## config.mk

```make
export PLATFORM = sky130hd
export DESIGN_NAME = hpi_top
export DESIGN_NICKNAME = d
export VERILOG_FILES = /design/src/design/hpi_pkg.sv /design/src/design/hpi_acc_if.sv /design/src/design/hpi_hostif.sv /design/src/design/hpi_top.sv
export VERILOG_INCLUDE_DIRS = /design/src /design/src/design
export SDC_FILE = /design/constraint.sdc
export NUM_CORES = 1
export LEC_CHECK = 0
export ABC_AREA = 0
export BUFFER_PORTS_ARGS = -buffer_cell sky130_fd_sc_hd__buf_2
export CORE_MARGIN = 4
export CORE_UTILIZATION = 50
export DETAILED_ROUTE_END_ITERATION = 8
export PLACE_DENSITY = 0.82
export SETUP_SLACK_MARGIN = 0.4
export SLEW_MARGIN = 0
export SYNTH_ARGS = -nofsm -noshare
export SYNTH_HDL_FRONTEND = slang
export SYNTH_SLANG_ARGS = --single-unit
```

## constraint.sdc

```tcl
create_clock -name mclk -period 4.65 [get_ports mclk]
set_input_delay 0.465 -clock mclk [delete_from_list [all_inputs] [get_ports mclk]]
set_output_delay 0.465 -clock mclk [all_outputs]
set_load 0.02 [all_outputs]
```

## src/design/hpi_regs.svh

```systemverilog
// Register indices, field positions and reset values of the host port block
`ifndef HPI_REGS_SVH
`define HPI_REGS_SVH

// ----------------------------------------
// Widths
// ----------------------------------------
`define HPI_DW         8
`define HPI_IW         6
`define HPI_APB_DW     32
`define HPI_APB_AW     8

// ----------------------------------------
// Register word indices (byte address = 4 * index)
// ----------------------------------------
`define HPI_IDX_CTRL   6'h00
`define HPI_IDX_STAT   6'h01
`define HPI_IDX_CLR    6'h02
`define HPI_IDX_EN     6'h03
`define HPI_IDX_PIN    6'h04

// ----------------------------------------
// Fields and reset values
// ----------------------------------------
`define HPI_CTRL_DRVHI 0
`define HPI_CTRL_SRST  1
`define HPI_EN_RST     8'h00
`define HPI_STAT_RST   8'h00

// ----------------------------------------
// Serial frame and pin positions
// ----------------------------------------
`define HPI_SER_CMD    5'h08
`define HPI_SER_END    5'h10
`define HPI_SER_RD     7
`define HPI_SERIAL_BIT_ORDER_SEL_BIT   7
`define HPI_ADDR_MSB   5

`endif

```

## src/design/hpi_pkg.sv

```systemverilog
// Types shared by the host port block
package hpi_pkg;
	typedef enum logic [1:0] {HM_NONMUX, HM_MUX, HM_SERIAL, HM_HW} hpi_mode_t;
	typedef enum logic [1:0] {LB_NONE, LB_REMOTE, LB_ANALOG} hpi_lb_t;
endpackage

```

## src/design/hpi_acc_if.sv

```systemverilog
// Register access path from the host pin engine to the register file
`timescale 1ns/1ps
`include "hpi_regs.svh"
interface hpi_acc_if;
	logic                req;
	logic                we;
	logic [`HPI_IW-1:0]  addr;
	logic [`HPI_DW-1:0]  wdata;
	logic [`HPI_DW-1:0]  rdata;
	logic                ack;
	modport host (output req, we, addr, wdata, input rdata, ack);
	modport regs (input req, we, addr, wdata, output rdata, ack);
endinterface

```

## src/design/hpi_hostif.sv

```systemverilog
// Host pin engine: parallel (plain and multiplexed) and serial host cycles
`timescale 1ns/1ps
`include "hpi_regs.svh"
module hpi_hostif
	import hpi_pkg::*;
(
	// Clock and reset
	input  wire logic                mclk,
	input  wire logic                rst_b,
	// Synchronised host pins
	input  wire hpi_mode_t           mode,
	input  wire logic                cs_n,
	input  wire logic                rd_n,
	input  wire logic                wr_n,
	input  wire logic                ale,
	input  wire logic [4:0]          addr_pin,
	input  wire logic [`HPI_DW-1:0]  d_in,
	input  wire logic                sclk,
	input  wire logic                sdi,
	// Pin drivers
	output logic [`HPI_DW-1:0]       d_out,
	output logic                     d_oe,
	output logic                     rdy,
	output logic                     sdo,
	output logic                     sdo_oe,
	// Register access
	hpi_acc_if.host                  acc
);
	logic                par, ser, bo, rd_act, wr_rise, sck_rise;
	logic                wr_n_p_q, sclk_p_q, rd_done_q;
	logic [`HPI_IW-1:0]  alat_q, p_addr;
	logic [4:0]          cnt_q;
	logic [`HPI_DW-1:0]  sr_q, sr_d, cmd_q, tx_q;

	assign par      = (mode == HM_NONMUX) || (mode == HM_MUX);
	assign ser      = (mode == HM_SERIAL);
	assign bo       = d_in[`HPI_SERIAL_BIT_ORDER_SEL_BIT];
	assign rd_act   = par && !cs_n && !rd_n;
	assign wr_rise  = par && !cs_n && wr_n && !wr_n_p_q;
	assign sck_rise = ser && !cs_n && sclk && !sclk_p_q;
	assign p_addr   = (mode == HM_MUX) ? alat_q : {1'b0, addr_pin};
	assign sr_d     = bo ? {sr_q[`HPI_DW-2:0], sdi} : {sdi, sr_q[`HPI_DW-1:1]};

	always_ff @(posedge mclk or negedge rst_b) begin
		if (!rst_b) begin
			wr_n_p_q <= 1'b1;
			sclk_p_q <= 1'b0;
		end else begin
			wr_n_p_q <= wr_n;
			sclk_p_q <= sclk;
		end
	end

	// Top two lines carry no address bits
	always_ff @(posedge mclk or negedge rst_b) begin
		if (!rst_b)
			alat_q <= '0;
		else if (mode == HM_MUX && ale)
			alat_q <= d_in[`HPI_ADDR_MSB:0];
	end

	always_ff @(posedge mclk or negedge rst_b) begin
		if (!rst_b) begin
			cnt_q <= '0;
			sr_q  <= '0;
			cmd_q <= '0;
		end else if (cs_n || !ser) begin
			cnt_q <= '0;
		end else if (sck_rise) begin
			sr_q  <= sr_d;
			cnt_q <= cnt_q + 5'h01;
			if (cnt_q == `HPI_SER_CMD - 5'h01)
				cmd_q <= sr_d;
		end
	end

	// Ready stays low from parallel cycle launch until the register file answers; serial cycles leave it high
	always_ff @(posedge mclk or negedge rst_b) begin
		if (!rst_b) begin
			acc.req   <= 1'b0;
			acc.we    <= 1'b0;
			acc.addr  <= '0;
			acc.wdata <= '0;
			rdy       <= 1'b1;
		end else if (acc.ack) begin
			acc.req <= 1'b0;
			rdy     <= 1'b1;
		end else if (!acc.req) begin
			if (rd_act && !rd_done_q) begin
				acc.req  <= 1'b1;
				acc.we   <= 1'b0;
				acc.addr <= p_addr;
				rdy      <= 1'b0;
			end else if (wr_rise) begin
				acc.req   <= 1'b1;
				acc.we    <= 1'b1;
				acc.addr  <= p_addr;
				acc.wdata <= d_in;
				rdy       <= 1'b0;
			end else if (sck_rise && cnt_q == `HPI_SER_CMD - 5'h01 && sr_d[`HPI_SER_RD]) begin
				acc.req  <= 1'b1;
				acc.we   <= 1'b0;
				acc.addr <= sr_d[`HPI_ADDR_MSB:0];
			end else if (sck_rise && cnt_q == `HPI_SER_END - 5'h01 && !cmd_q[`HPI_SER_RD]) begin
				acc.req   <= 1'b1;
				acc.we    <= 1'b1;
				acc.addr  <= cmd_q[`HPI_ADDR_MSB:0];
				acc.wdata <= sr_d;
			end
		end
	end

	always_ff @(posedge mclk or negedge rst_b) begin
		if (!rst_b) begin
			d_out     <= '0;
			d_oe      <= 1'b0;
			rd_done_q <= 1'b0;
		end else if (!rd_act) begin
			d_oe      <= 1'b0;
			rd_done_q <= 1'b0;
		end else if (acc.ack && !acc.we) begin
			d_out     <= acc.rdata;
			d_oe      <= 1'b1;
			rd_done_q <= 1'b1;
		end
	end

	// Serial out floats during command phase and writes
	always_ff @(posedge mclk or negedge rst_b) begin
		if (!rst_b) begin
			tx_q   <= '0;
			sdo_oe <= 1'b0;
			sdo    <= 1'b0;
		end else begin
			sdo <= bo ? tx_q[`HPI_DW-1] : tx_q[0];
			if (cs_n || !ser)
				sdo_oe <= 1'b0;
			else if (acc.ack && !acc.we) begin
				tx_q   <= acc.rdata;
				sdo_oe <= 1'b1;
			end else if (sck_rise && sdo_oe)
				tx_q <= bo ? {tx_q[`HPI_DW-2:0], 1'b0} : {1'b0, tx_q[`HPI_DW-1:1]};
		end
	end
endmodule // hpi_hostif

```

## src/design/hpi_top.sv

```systemverilog
// Host port block: APB registers, interrupt pin, host pin engine and straps
`timescale 1ns/1ps
`include "hpi_regs.svh"

// Operation
// - Enabled pending event drives interrupt pin low
// - Idle interrupt pin driven high or floated
// - Reset default floats idle interrupt pin
// - Soft reset disables all interrupt sources
// - Plain mode data pins carry read/write data
// - Multiplexed mode ignores top two address lines
// - Bit-order pin picks LSB or MSB first
// - Three-level strap picks channel loopback mode
// - Strap high disables receive termination
// - Ready low until parallel host cycle completes
module hpi_top
	import hpi_pkg::*;
#(
	parameter int N_CH = 8
)(
	// Clock and reset
	input  wire logic                    mclk,
	input  wire logic                    rst_b,
	// APB slave
	input  wire logic                    psel,
	input  wire logic                    penable,
	input  wire logic                    pwrite,
	input  wire logic [`HPI_APB_AW-1:0]  paddr,
	input  wire logic [`HPI_APB_DW-1:0]  pwdata,
	output logic      [`HPI_APB_DW-1:0]  prdata,
	output logic                         pready,
	output logic                         pslverr,
	// Interrupt events and pin
	input  wire logic [`HPI_DW-1:0]      irq_src,
	output logic                         irq_out_n,
	output logic                         irq_oe,
	// Host pins
	input  wire logic [1:0]              host_mode,
	input  wire logic                    cs_n,
	input  wire logic                    rd_n,
	input  wire logic                    wr_n,
	input  wire logic                    ale,
	input  wire logic [4:0]              addr_pin,
	input  wire logic [`HPI_DW-1:0]      d_in,
	output logic      [`HPI_DW-1:0]      d_out,
	output logic                         d_oe,
	output logic                         rdy_out,
	input  wire logic                    sclk,
	input  wire logic                    sdi,
	output logic                         sdo,
	output logic                         sdo_oe,
	// Strap pins and line controls
	input  wire logic [N_CH-1:0]         lp_lo,
	input  wire logic [N_CH-1:0]         lp_hi,
	input  wire logic                    rx_term_pin,
	output logic      [2*N_CH-1:0]       chan_loopback_strap,
	output logic                         rx_term_disable
);
	localparam int PW = 22 + 2 * N_CH;

	// ----------------------------------------
	// Pin synchronisers
	// ----------------------------------------
	logic [PW-1:0]        pin_raw, s1_q, s2_q;
	logic [1:0]           mode_s;
	logic                 cs_s, rd_s, wr_s, ale_s, sclk_s, sdi_s, rxt_s;
	logic [4:0]           a_s;
	logic [`HPI_DW-1:0]   d_s;
	logic [N_CH-1:0]      lo_s, hi_s;
	hpi_mode_t            mode;

	assign pin_raw = {host_mode, cs_n, rd_n, wr_n, ale, addr_pin, d_in, sclk, sdi,
		lp_lo, lp_hi, rx_term_pin};

	// Idle-high reset keeps the active-low strobes inactive until real pin levels arrive
	always_ff @(posedge mclk or negedge rst_b) begin
		if (!rst_b) begin
			s1_q <= '1;
			s2_q <= '1;
		end else begin
			s1_q <= pin_raw;
			s2_q <= s1_q;
		end
	end

	assign {mode_s, cs_s, rd_s, wr_s, ale_s, a_s, d_s, sclk_s, sdi_s, lo_s, hi_s, rxt_s} = s2_q;
	assign mode = hpi_mode_t'(mode_s);

	// ----------------------------------------
	// Register state
	// ----------------------------------------
	logic                 drvhi_q;
	logic [`HPI_DW-1:0]   en_q, stat_q;
	logic                 active;
	logic                 apb_set, apb_wr, apb_acc, host_go;
	logic                 w_en;
	logic [`HPI_IW-1:0]   w_idx, apb_idx;
	logic [`HPI_DW-1:0]   w_dat, clr_mask;
	logic                 srst;

	hpi_acc_if acc ();

	function automatic logic reg_ok(input logic [`HPI_IW-1:0] idx);
		return idx <= `HPI_IDX_PIN;
	endfunction

	// Write-only clear register reads as zero
	function automatic logic [`HPI_DW-1:0] rd_val(input logic [`HPI_IW-1:0] idx);
		logic [`HPI_DW-1:0] v;
		v = '0;
		case (idx)
			`HPI_IDX_CTRL: v[`HPI_CTRL_DRVHI] = drvhi_q;
			`HPI_IDX_STAT: v = stat_q;
			`HPI_IDX_EN:   v = en_q;
			`HPI_IDX_PIN:  v = {{(`HPI_DW-3){1'b0}}, rx_term_disable, mode_s};
			default:       v = '0;
		endcase
		return v;
	endfunction

	// ----------------------------------------
	// APB slave
	// ----------------------------------------
	assign apb_idx = paddr[`HPI_APB_AW-1:2];
	assign apb_set = psel && !penable;
	assign apb_acc = psel && penable && pready;
	assign apb_wr  = apb_acc && pwrite && !pslverr;

	// Zero wait states: answer in the first access cycle
	always_ff @(posedge mclk or negedge rst_b) begin
		if (!rst_b) begin
			pready  <= 1'b0;
			prdata  <= '0;
			pslverr <= 1'b0;
		end else begin
			pready <= apb_set;
			if (apb_set) begin
				prdata  <= {{(`HPI_APB_DW-`HPI_DW){1'b0}}, rd_val(apb_idx)};
				pslverr <= !reg_ok(apb_idx);
			end
		end
	end

	// ----------------------------------------
	// Write arbitration
	// ----------------------------------------
	// APB wins a shared cycle; the host request simply waits one more cycle
	assign host_go = acc.req && !acc.ack && !apb_acc;
	assign w_en    = apb_wr || (host_go && acc.we);
	assign w_idx   = apb_wr ? apb_idx : acc.addr;
	assign w_dat   = apb_wr ? pwdata[`HPI_DW-1:0] : acc.wdata;
	assign srst    = w_en && w_idx == `HPI_IDX_CTRL && w_dat[`HPI_CTRL_SRST];
	assign clr_mask = (w_en && w_idx == `HPI_IDX_CLR) ? w_dat : '0;

	always_ff @(posedge mclk or negedge rst_b) begin
		if (!rst_b) begin
			acc.ack   <= 1'b0;
			acc.rdata <= '0;
		end else begin
			acc.ack <= host_go;
			if (host_go)
				acc.rdata <= rd_val(acc.addr);
		end
	end

	// ----------------------------------------
	// Control, enable and status
	// ----------------------------------------
	always_ff @(posedge mclk or negedge rst_b) begin
		if (!rst_b)
			drvhi_q <= 1'b0;
		else if (srst)
			drvhi_q <= 1'b0;
		else if (w_en && w_idx == `HPI_IDX_CTRL)
			drvhi_q <= w_dat[`HPI_CTRL_DRVHI];
	end

	always_ff @(posedge mclk or negedge rst_b) begin
		if (!rst_b)
			en_q <= `HPI_EN_RST;
		else if (srst)
			en_q <= `HPI_EN_RST;
		else if (w_en && w_idx == `HPI_IDX_EN)
			en_q <= w_dat;
	end

	// A new event beats a clear in the same cycle
	always_ff @(posedge mclk or negedge rst_b) begin
		if (!rst_b)
			stat_q <= `HPI_STAT_RST;
		else
			stat_q <= (stat_q & ~clr_mask) | irq_src;
	end

	// ----------------------------------------
	// Interrupt pin
	// ----------------------------------------
	assign active = |(stat_q & en_q);

	always_ff @(posedge mclk or negedge rst_b) begin
		if (!rst_b) begin
			irq_out_n <= 1'b1;
			irq_oe    <= 1'b0;
		end else begin
			irq_out_n <= !active;
			irq_oe    <= active || drvhi_q;
		end
	end

	// ----------------------------------------
	// Host pin engine
	// ----------------------------------------
	// Seven low data pins are assumed grounded by the board in serial mode
	hpi_hostif u_host (
		.mclk     (mclk),
		.rst_b    (rst_b),
		.mode     (mode),
		.cs_n     (cs_s),
		.rd_n     (rd_s),
		.wr_n     (wr_s),
		.ale      (ale_s),
		.addr_pin (a_s),
		.d_in     (d_s),
		.sclk     (sclk_s),
		.sdi      (sdi_s),
		.d_out    (d_out),
		.d_oe     (d_oe),
		.rdy      (rdy_out),
		.sdo      (sdo),
		.sdo_oe   (sdo_oe),
		.acc      (acc.host)
	);

	// ----------------------------------------
	// Hardware-mode straps
	// ----------------------------------------
	// The analog front end reduces each three-level pin to two comparators
	for (genvar ch = 0; ch < N_CH; ch++) begin : g_lb
		always_ff @(posedge mclk or negedge rst_b) begin
			if (!rst_b)
				chan_loopback_strap[2*ch +: 2] <= LB_NONE;
			else if (mode != HM_HW)
				chan_loopback_strap[2*ch +: 2] <= LB_NONE;
			else if (lo_s[ch])
				chan_loopback_strap[2*ch +: 2] <= LB_REMOTE;
			else if (hi_s[ch])
				chan_loopback_strap[2*ch +: 2] <= LB_ANALOG;
			else
				chan_loopback_strap[2*ch +: 2] <= LB_NONE;
		end
	end

	always_ff @(posedge mclk or negedge rst_b) begin
		if (!rst_b)
			rx_term_disable <= 1'b0;
		else
			rx_term_disable <= (mode == HM_HW) && rxt_s;
	end
endmodule // hpi_top

```

Word-level counts from Yosys, hierarchy flattened:

Cells that the tools add are included.

* register bits: 196
* input bits: 91
* output and inout port bits: 65
* logic and storage cells: 197

* $add $sub $neg: 1
* $lt $le $gt $ge: 1
* equality and inequality tests: 17
* mux-type cells: 67
* bitwise operators: 8
* reduce and logical (&&, ||, !) cells: 66

Operator list (number)
* $mux 8: 11
* $mux 2: 24
* $pmux 7 s3: 2
* $mux 6: 6
* $logic_and 1x1->1: 28
* $eq 6x2->1 const B: 4
* $mux 1: 20
* $logic_not 6->1: 3
* $and 8x8->8: 2
* $logic_not 1->1: 14
* $eq 6x1->1 const B: 2
* $eq 6x3->1 const B: 2
* $reduce_bool 2->1: 6
* $mux 5: 2
* $not 8->8: 1
* $or 8x8->8: 1
* $pmux 1 s4: 2
* $reduce_and 2->1: 4
* $reduce_or 8->1: 1
* $le 6x3->1 const B: 1
* $ne 2x2->1 const B: 3
* $reduce_and 3->1: 2
* $add 5x1->5 const B: 1
* $eq 5x3->1 const B: 1
* other kinds (10): 17

Longest topological paths before layout:

* depth in word-level cells: 12
* gate-level depth with buffers: 8
* gate-level depth less buffers: 7

Modules after synthesis:

A second synthesis with hierarchy kept.

* cell total of the unflattened synthesis: 639
* area, all modules: 7940.1 µm²

By module, submodules not included
* hpi_top: times used 1, cells an instance 361, area an instance 4961.0 µm², seq. area each 3374.5 µm²
* hpi_hostif: times used 1, cells an instance 278, area an instance 2979.1 µm², seq. area each 1604.0 µm²

Worst setup path after synthesis:

Ideal clock, no wire load.

* kind: flip-flop to flip-flop
* start: register s2_q[37]
* end: register u_host.acc.addr[0]
* library setup time: 0.125 ns
* arrival time: 2.087 ns
* data required time: 4.525 ns
* slack: 2.439 ns
* stages on the path, launching flop included: 9
* path buffers: 3
* clock period less this slack: 2.211 ns
* cells stage by stage: dfstp_2 -> buf_4 -> or3b_1 -> buf_6 -> nor4b_4 -> buf_6 -> nand3_1 -> o311a_1 -> mux2_2

* cells in the longest elaborated chain, start to end: 9
* elaborated cells on any way between the ends: 22
* those cells by class: eq/ne (2); mux (4); reduce/logical (16)

Ends and longest elaborated chain
* start, declared: line hpi_top.sv:64 `logic [PW-1:0] pin_raw, s1_q, s2_q;`
* start signal, assigned: line hpi_top.sv:82 `s2_q <= s1_q;`
* $eq 2x2->1: line hpi_hostif.sv:36 `assign ser = (mode == HM_SERIAL);`
* $logic_and 1x1->1 (3 in series): line hpi_hostif.sv:40 `assign sck_rise = ser && !cs_n && sclk && !sclk_p_q;`
* $logic_and 1x1->1 (2 in series): line hpi_hostif.sv:100 `` end else if (sck_rise && cnt_q == `HPI_SER_CMD - 5'h01 && sr_d[`HPI_SER_RD]) begin ``
* $mux 6: line hpi_hostif.sv:100
* $mux 6: line hpi_hostif.sv:94 `end else if (wr_rise) begin`
* $mux 6: line hpi_hostif.sv:89 `if (rd_act && !rd_done_q) begin`
* end signal, assigned: line hpi_hostif.sv:92 `acc.addr <= p_addr;`
* end signal, assigned: line hpi_hostif.sv:97 `acc.addr <= p_addr;`
* end signal, assigned: line hpi_hostif.sv:103 `` acc.addr <= sr_d[`HPI_ADDR_MSB:0]; ``
* end, declared: line hpi_acc_if.sv:11 `modport host (output req, we, addr, wdata, input rdata, ack);`

Parallel ways exist; a longest one is shown, timed or not.
A chain may end at the register's enable or synchronous reset.

Worst setup path after layout:

* start: register s2_q[37]
* end: register u_host.cmd_q[0]

* cells in the longest elaborated chain, start to end: 5
* elaborated cells on any way between the ends: 8
* those cells by class: eq/ne (1); bitwise (1); reduce/logical (6)

Ends and longest elaborated chain
* $eq 2x2->1 *: line hpi_hostif.sv:36
* $logic_and 1x1->1 / $logic_not 1->1 (equally long branches): line hpi_hostif.sv:40, hpi_hostif.sv:67
* $logic_and 1x1->1 / $logic_or 1x1->1 (equally long branches): line hpi_hostif.sv:40, hpi_hostif.sv:67
* $logic_and 1x1->1 / $not 1->1 (equally long branches)
* $reduce_and 3->1 (no source line) *
* end signal, assigned: line hpi_hostif.sv:73 `cmd_q <= sr_d;`
* end, declared: line hpi_hostif.sv:33 `` logic [`HPI_DW-1:0] sr_q, sr_d, cmd_q, tx_q; ``

Mark *: on every way between the ends. The rest lies on a longest branch, timed or not.

==> flow_summary_export.csv <==
group,metric,value,unit
status,outcome,"completed",
worst_setup_path,cpMostUsedCell,"nand2_1",
timing,clock_skew,0.00603,ns
synth,syn_inst,612,
timing,relSlewSlack,0.199,
final_layout,drive_gt1_frac,0.367,
timing,hold_violations,0,
final_layout,syn_to_final_growth,15.5,%
floorplanning,rows,45,
floorplanning,die_area,17500,sq um
clocking,cts-root-buf,"clkbuf_16",
detailed_routing,drc,0,
global_routing,gr-total-overflow,0,
detailed_routing,first_pass_iters,5,
clocking,clock_latency,0.42,ns
timing,setup_tns,0,ns
power,powerDensity,486,nW/um^2
clocking,clock_sink_count,195,
clocking,cts_buffers,17,
detailed_routing,wire_per_inst,17.1,um
worst_setup_path,crit_buf_inv,0,
worst_setup_path,r2r_slack,1.55,ns
placement,pre_cts_ws,1.61,ns
worst_setup_path,reg2reg_from,"s2_q[37]",
synth,synth_edf_count,0,
global_routing,grt_pass1_vias,5061,
floorplanning,die_h,132,um
synth,synth-main-ff-cell,"dfrtp_1",
synth,ys_warn_count,0,
worst_setup_path,slowest_delay,0.80,ns
power,ir_drop,0.000303,V
worst_setup_path,worstReg2RegEnd,"u_host.cmd_q[0]",
global_routing,antenna_found_initial,0,
worst_setup_path,worstPathRequired,4.94,ns
global_routing,grt_max_degree,111,
final_layout,top_regs,"s1_q x38, s2_q x38, chan_loopback_strap x16",
placement,portBuffers,105,
power,power_leakage,4.07,nW
placement,place.gp.congestion,0.858,
timing,finalMaxSlewViolations,0,
final_layout,n_antenna_cell,0,
timing,fin_crit,3.10,ns
global_routing,grtUsageTotal,0.182,
floorplanning,start_util,0.510,
clocking,clockBufferDepth,2,
run,drv_cap,0,
timing,worstMarginPinSlew,1.20,ns
floorplanning,ioPinCount,156,
worst_setup_path,cp_max_fo,19,
detailed_routing,initialDrtViolationCount,443,
synth,synth-seq-area-share,0.645,
timing,max_freq,322,MHz
floorplanning,die_x,132,um
detailed_routing,vias_per_cell,5.43,
worst_setup_path,critPathLaunch,"s2_q[37]",
placement,hpwl,11100,um
synth,synth_cell_types,55,
worst_setup_path,critPathKind,"reg -> reg",
min_path,min_from,"sclk",
floorplanning,core_area,15100,sq um
worst_setup_path,reg2reg_depth,5,
min_path,min_path_type,"in -> reg",
clocking,hold_buffers,0,
detailed_routing,vias,4972,
timing,setup_ws,1.55,ns
worst_setup_path,cp_slowest_cell,"dfstp_2",
timing,finalSetupViolCount,0,
clocking,post_cts_resized,0,
synth,avgSynthCellArea,12.6,sq um
placement,dpl_cell_area,8300,sq um
min_path,whs_endpoint,"s1_q[18]",
min_path,hold_depth,1,
synth,synth_seq_cells,195,
final_layout,fin_area,8920,sq um
power,total_power,4.33,mW
detailed_routing,ant_nets,0,
global_routing,grt_pass1_wl,25700,um
worst_setup_path,crit_chain,"or3b_1 -> nor2_1 -> nand2_1 -> nand2_1 -> o21ai_0",
timing,period_share,0.667,
timing,rsz0062_at_grt,"false",
worst_setup_path,path_delay_family,"simple AND/OR/NAND/NOR gates",
worst_setup_path,crit_arrival,3.40,ns
final_layout,layout.nets,808,
detailed_routing,wirelength,15700,um
clocking,htree_num_levels,4,
synth,synth.cell_area,7720,sq um
worst_setup_path,critical_path.endpoint_type,"flop",
final_layout,post-route-util,0.589,
worst_setup_path,start_kind,"flop",
clocking,clkTransAtPathRegs,0.07,ns
clocking,post_cts_buffers,0,
synth,async_flop_share,1.00,
clocking,cts_tree,"built",
==> area by class of cell <==
class,count,area (sq um)
multi-input combinational,389,2520
tap,188,235
inverter,5,18.8
sequential,195,4980
clock inverter,10,88.8
timing repair buffer,107,547
fill,1151,6230
clock buffer,22,528
==> stage by stage <==
| step | instances | hold WS (ns) |
|---|---|---|
| after floorplan | 635 | 0.169 |
| after global placement | 884 | 0.346 |
| after detailed placement | 884 | 0.347 |
| after CTS | 916 | 0.114 |
| after global routing | 916 | 0.119 |
| final | 916 | 0.133 |
==> worst max path at each step <==
stage / slack, ns / cells past startpoint / end
6_report: 1.55 / 5 / u_host.cmd_q[0]
5_1_grt: 1.29 / 5 / u_host.cmd_q[3]
4_1_cts: 1.61 / 5 / u_host.cmd_q[1]
3_5_place_dp: 1.61 / 5 / u_host.cmd_q[3]
3_3_place_gp: 1.83 / 5 / u_host.cmd_q[4]
2_1_floorplan: 2.44 / 8 / u_host.acc.addr[0]
==> kinds of logic after synthesis <==
logic type | count (synthesis) | synth area share
other | 1 | 0.000486
muxes | 77 | 0.106
AOI/OAI and AO/OA | 104 | 0.0836
adders and majority gates | 2 | 0.00324
and+or+nand+nor | 179 | 0.119
DFF | 195 | 0.645
buffers and inverters | 51 | 0.0395
xor gates and xnor gates | 3 | 0.00340
==> synthesized netlist by cell type, types with 9 or more instances <==
| library cell | count | share of area |
|---|---|---|
| dfstp_2 | 79 | 0.27 |
| buf_4 | 25 | 0.024 |
| dfrtp_1 | 116 | 0.38 |
| o21ai_0 | 49 | 0.032 |
| nand2_1 | 56 | 0.027 |
| nor2_1 | 40 | 0.019 |
| a21oi_1 | 20 | 0.013 |
| nand2b_1 | 18 | 0.015 |
| and3_1 | 13 | 0.011 |
| clkbuf_1 | 13 | 0.0063 |
| mux2i_1 | 41 | 0.053 |
| nor3b_1 | 9 | 0.0087 |
| mux2_2 | 34 | 0.050 |
==> layout by cell type, fill, tap and decap left out, types with 3 or more instances in the layout <==
| cell | netlist | routed |
|---|---|---|
| a21oi_1 | 20 | 20 |
| a221oi_1 | 3 | 3 |
| a22oi_1 | 5 | 5 |
| a31o_2 | 8 | 8 |
| a31oi_1 | 7 | 7 |
| and3_1 | 13 | 13 |
| buf_2 | 4 | 104 |
| clkbuf_16 | 0 | 20 |
| clkinv_2 | 0 | 4 |
| conb_1 | 1 | 24 |
| dfrtp_1 | 116 | 116 |
| dfstp_2 | 79 | 79 |
| inv_1 | 5 | 5 |
| mux2_2 | 34 | 34 |
| mux2i_1 | 41 | 41 |
| nand2_1 | 56 | 56 |
| nand2b_1 | 18 | 18 |
| nand3_1 | 8 | 8 |
| nor2_1 | 40 | 40 |
| nor2b_1 | 4 | 4 |
| nor3_1 | 6 | 6 |
| nor3b_1 | 9 | 9 |
| nor4_1 | 8 | 8 |
| o21ai_0 | 49 | 49 |
==> where the power goes <==
part           switching (mW)  internal [mW]  total [mW]
Clock                   0.620          0.864        1.48
Sequential              0.191           1.96        2.15
Combinational           0.408          0.294       0.702
==> routing by layer <==
layer  part of all wire  vias to the layer above  track usage  routed length (um)
met3              0.055                       30       0.0424                 862
li1                   -                     2302            -                   -
met2               0.50                      169        0.300                7820
met4              0.024                        0       0.0710                 384
met1               0.42                     2471        0.236                6630
met5                  0                        -            0                   0
Power figures use the tool's default switching activity.
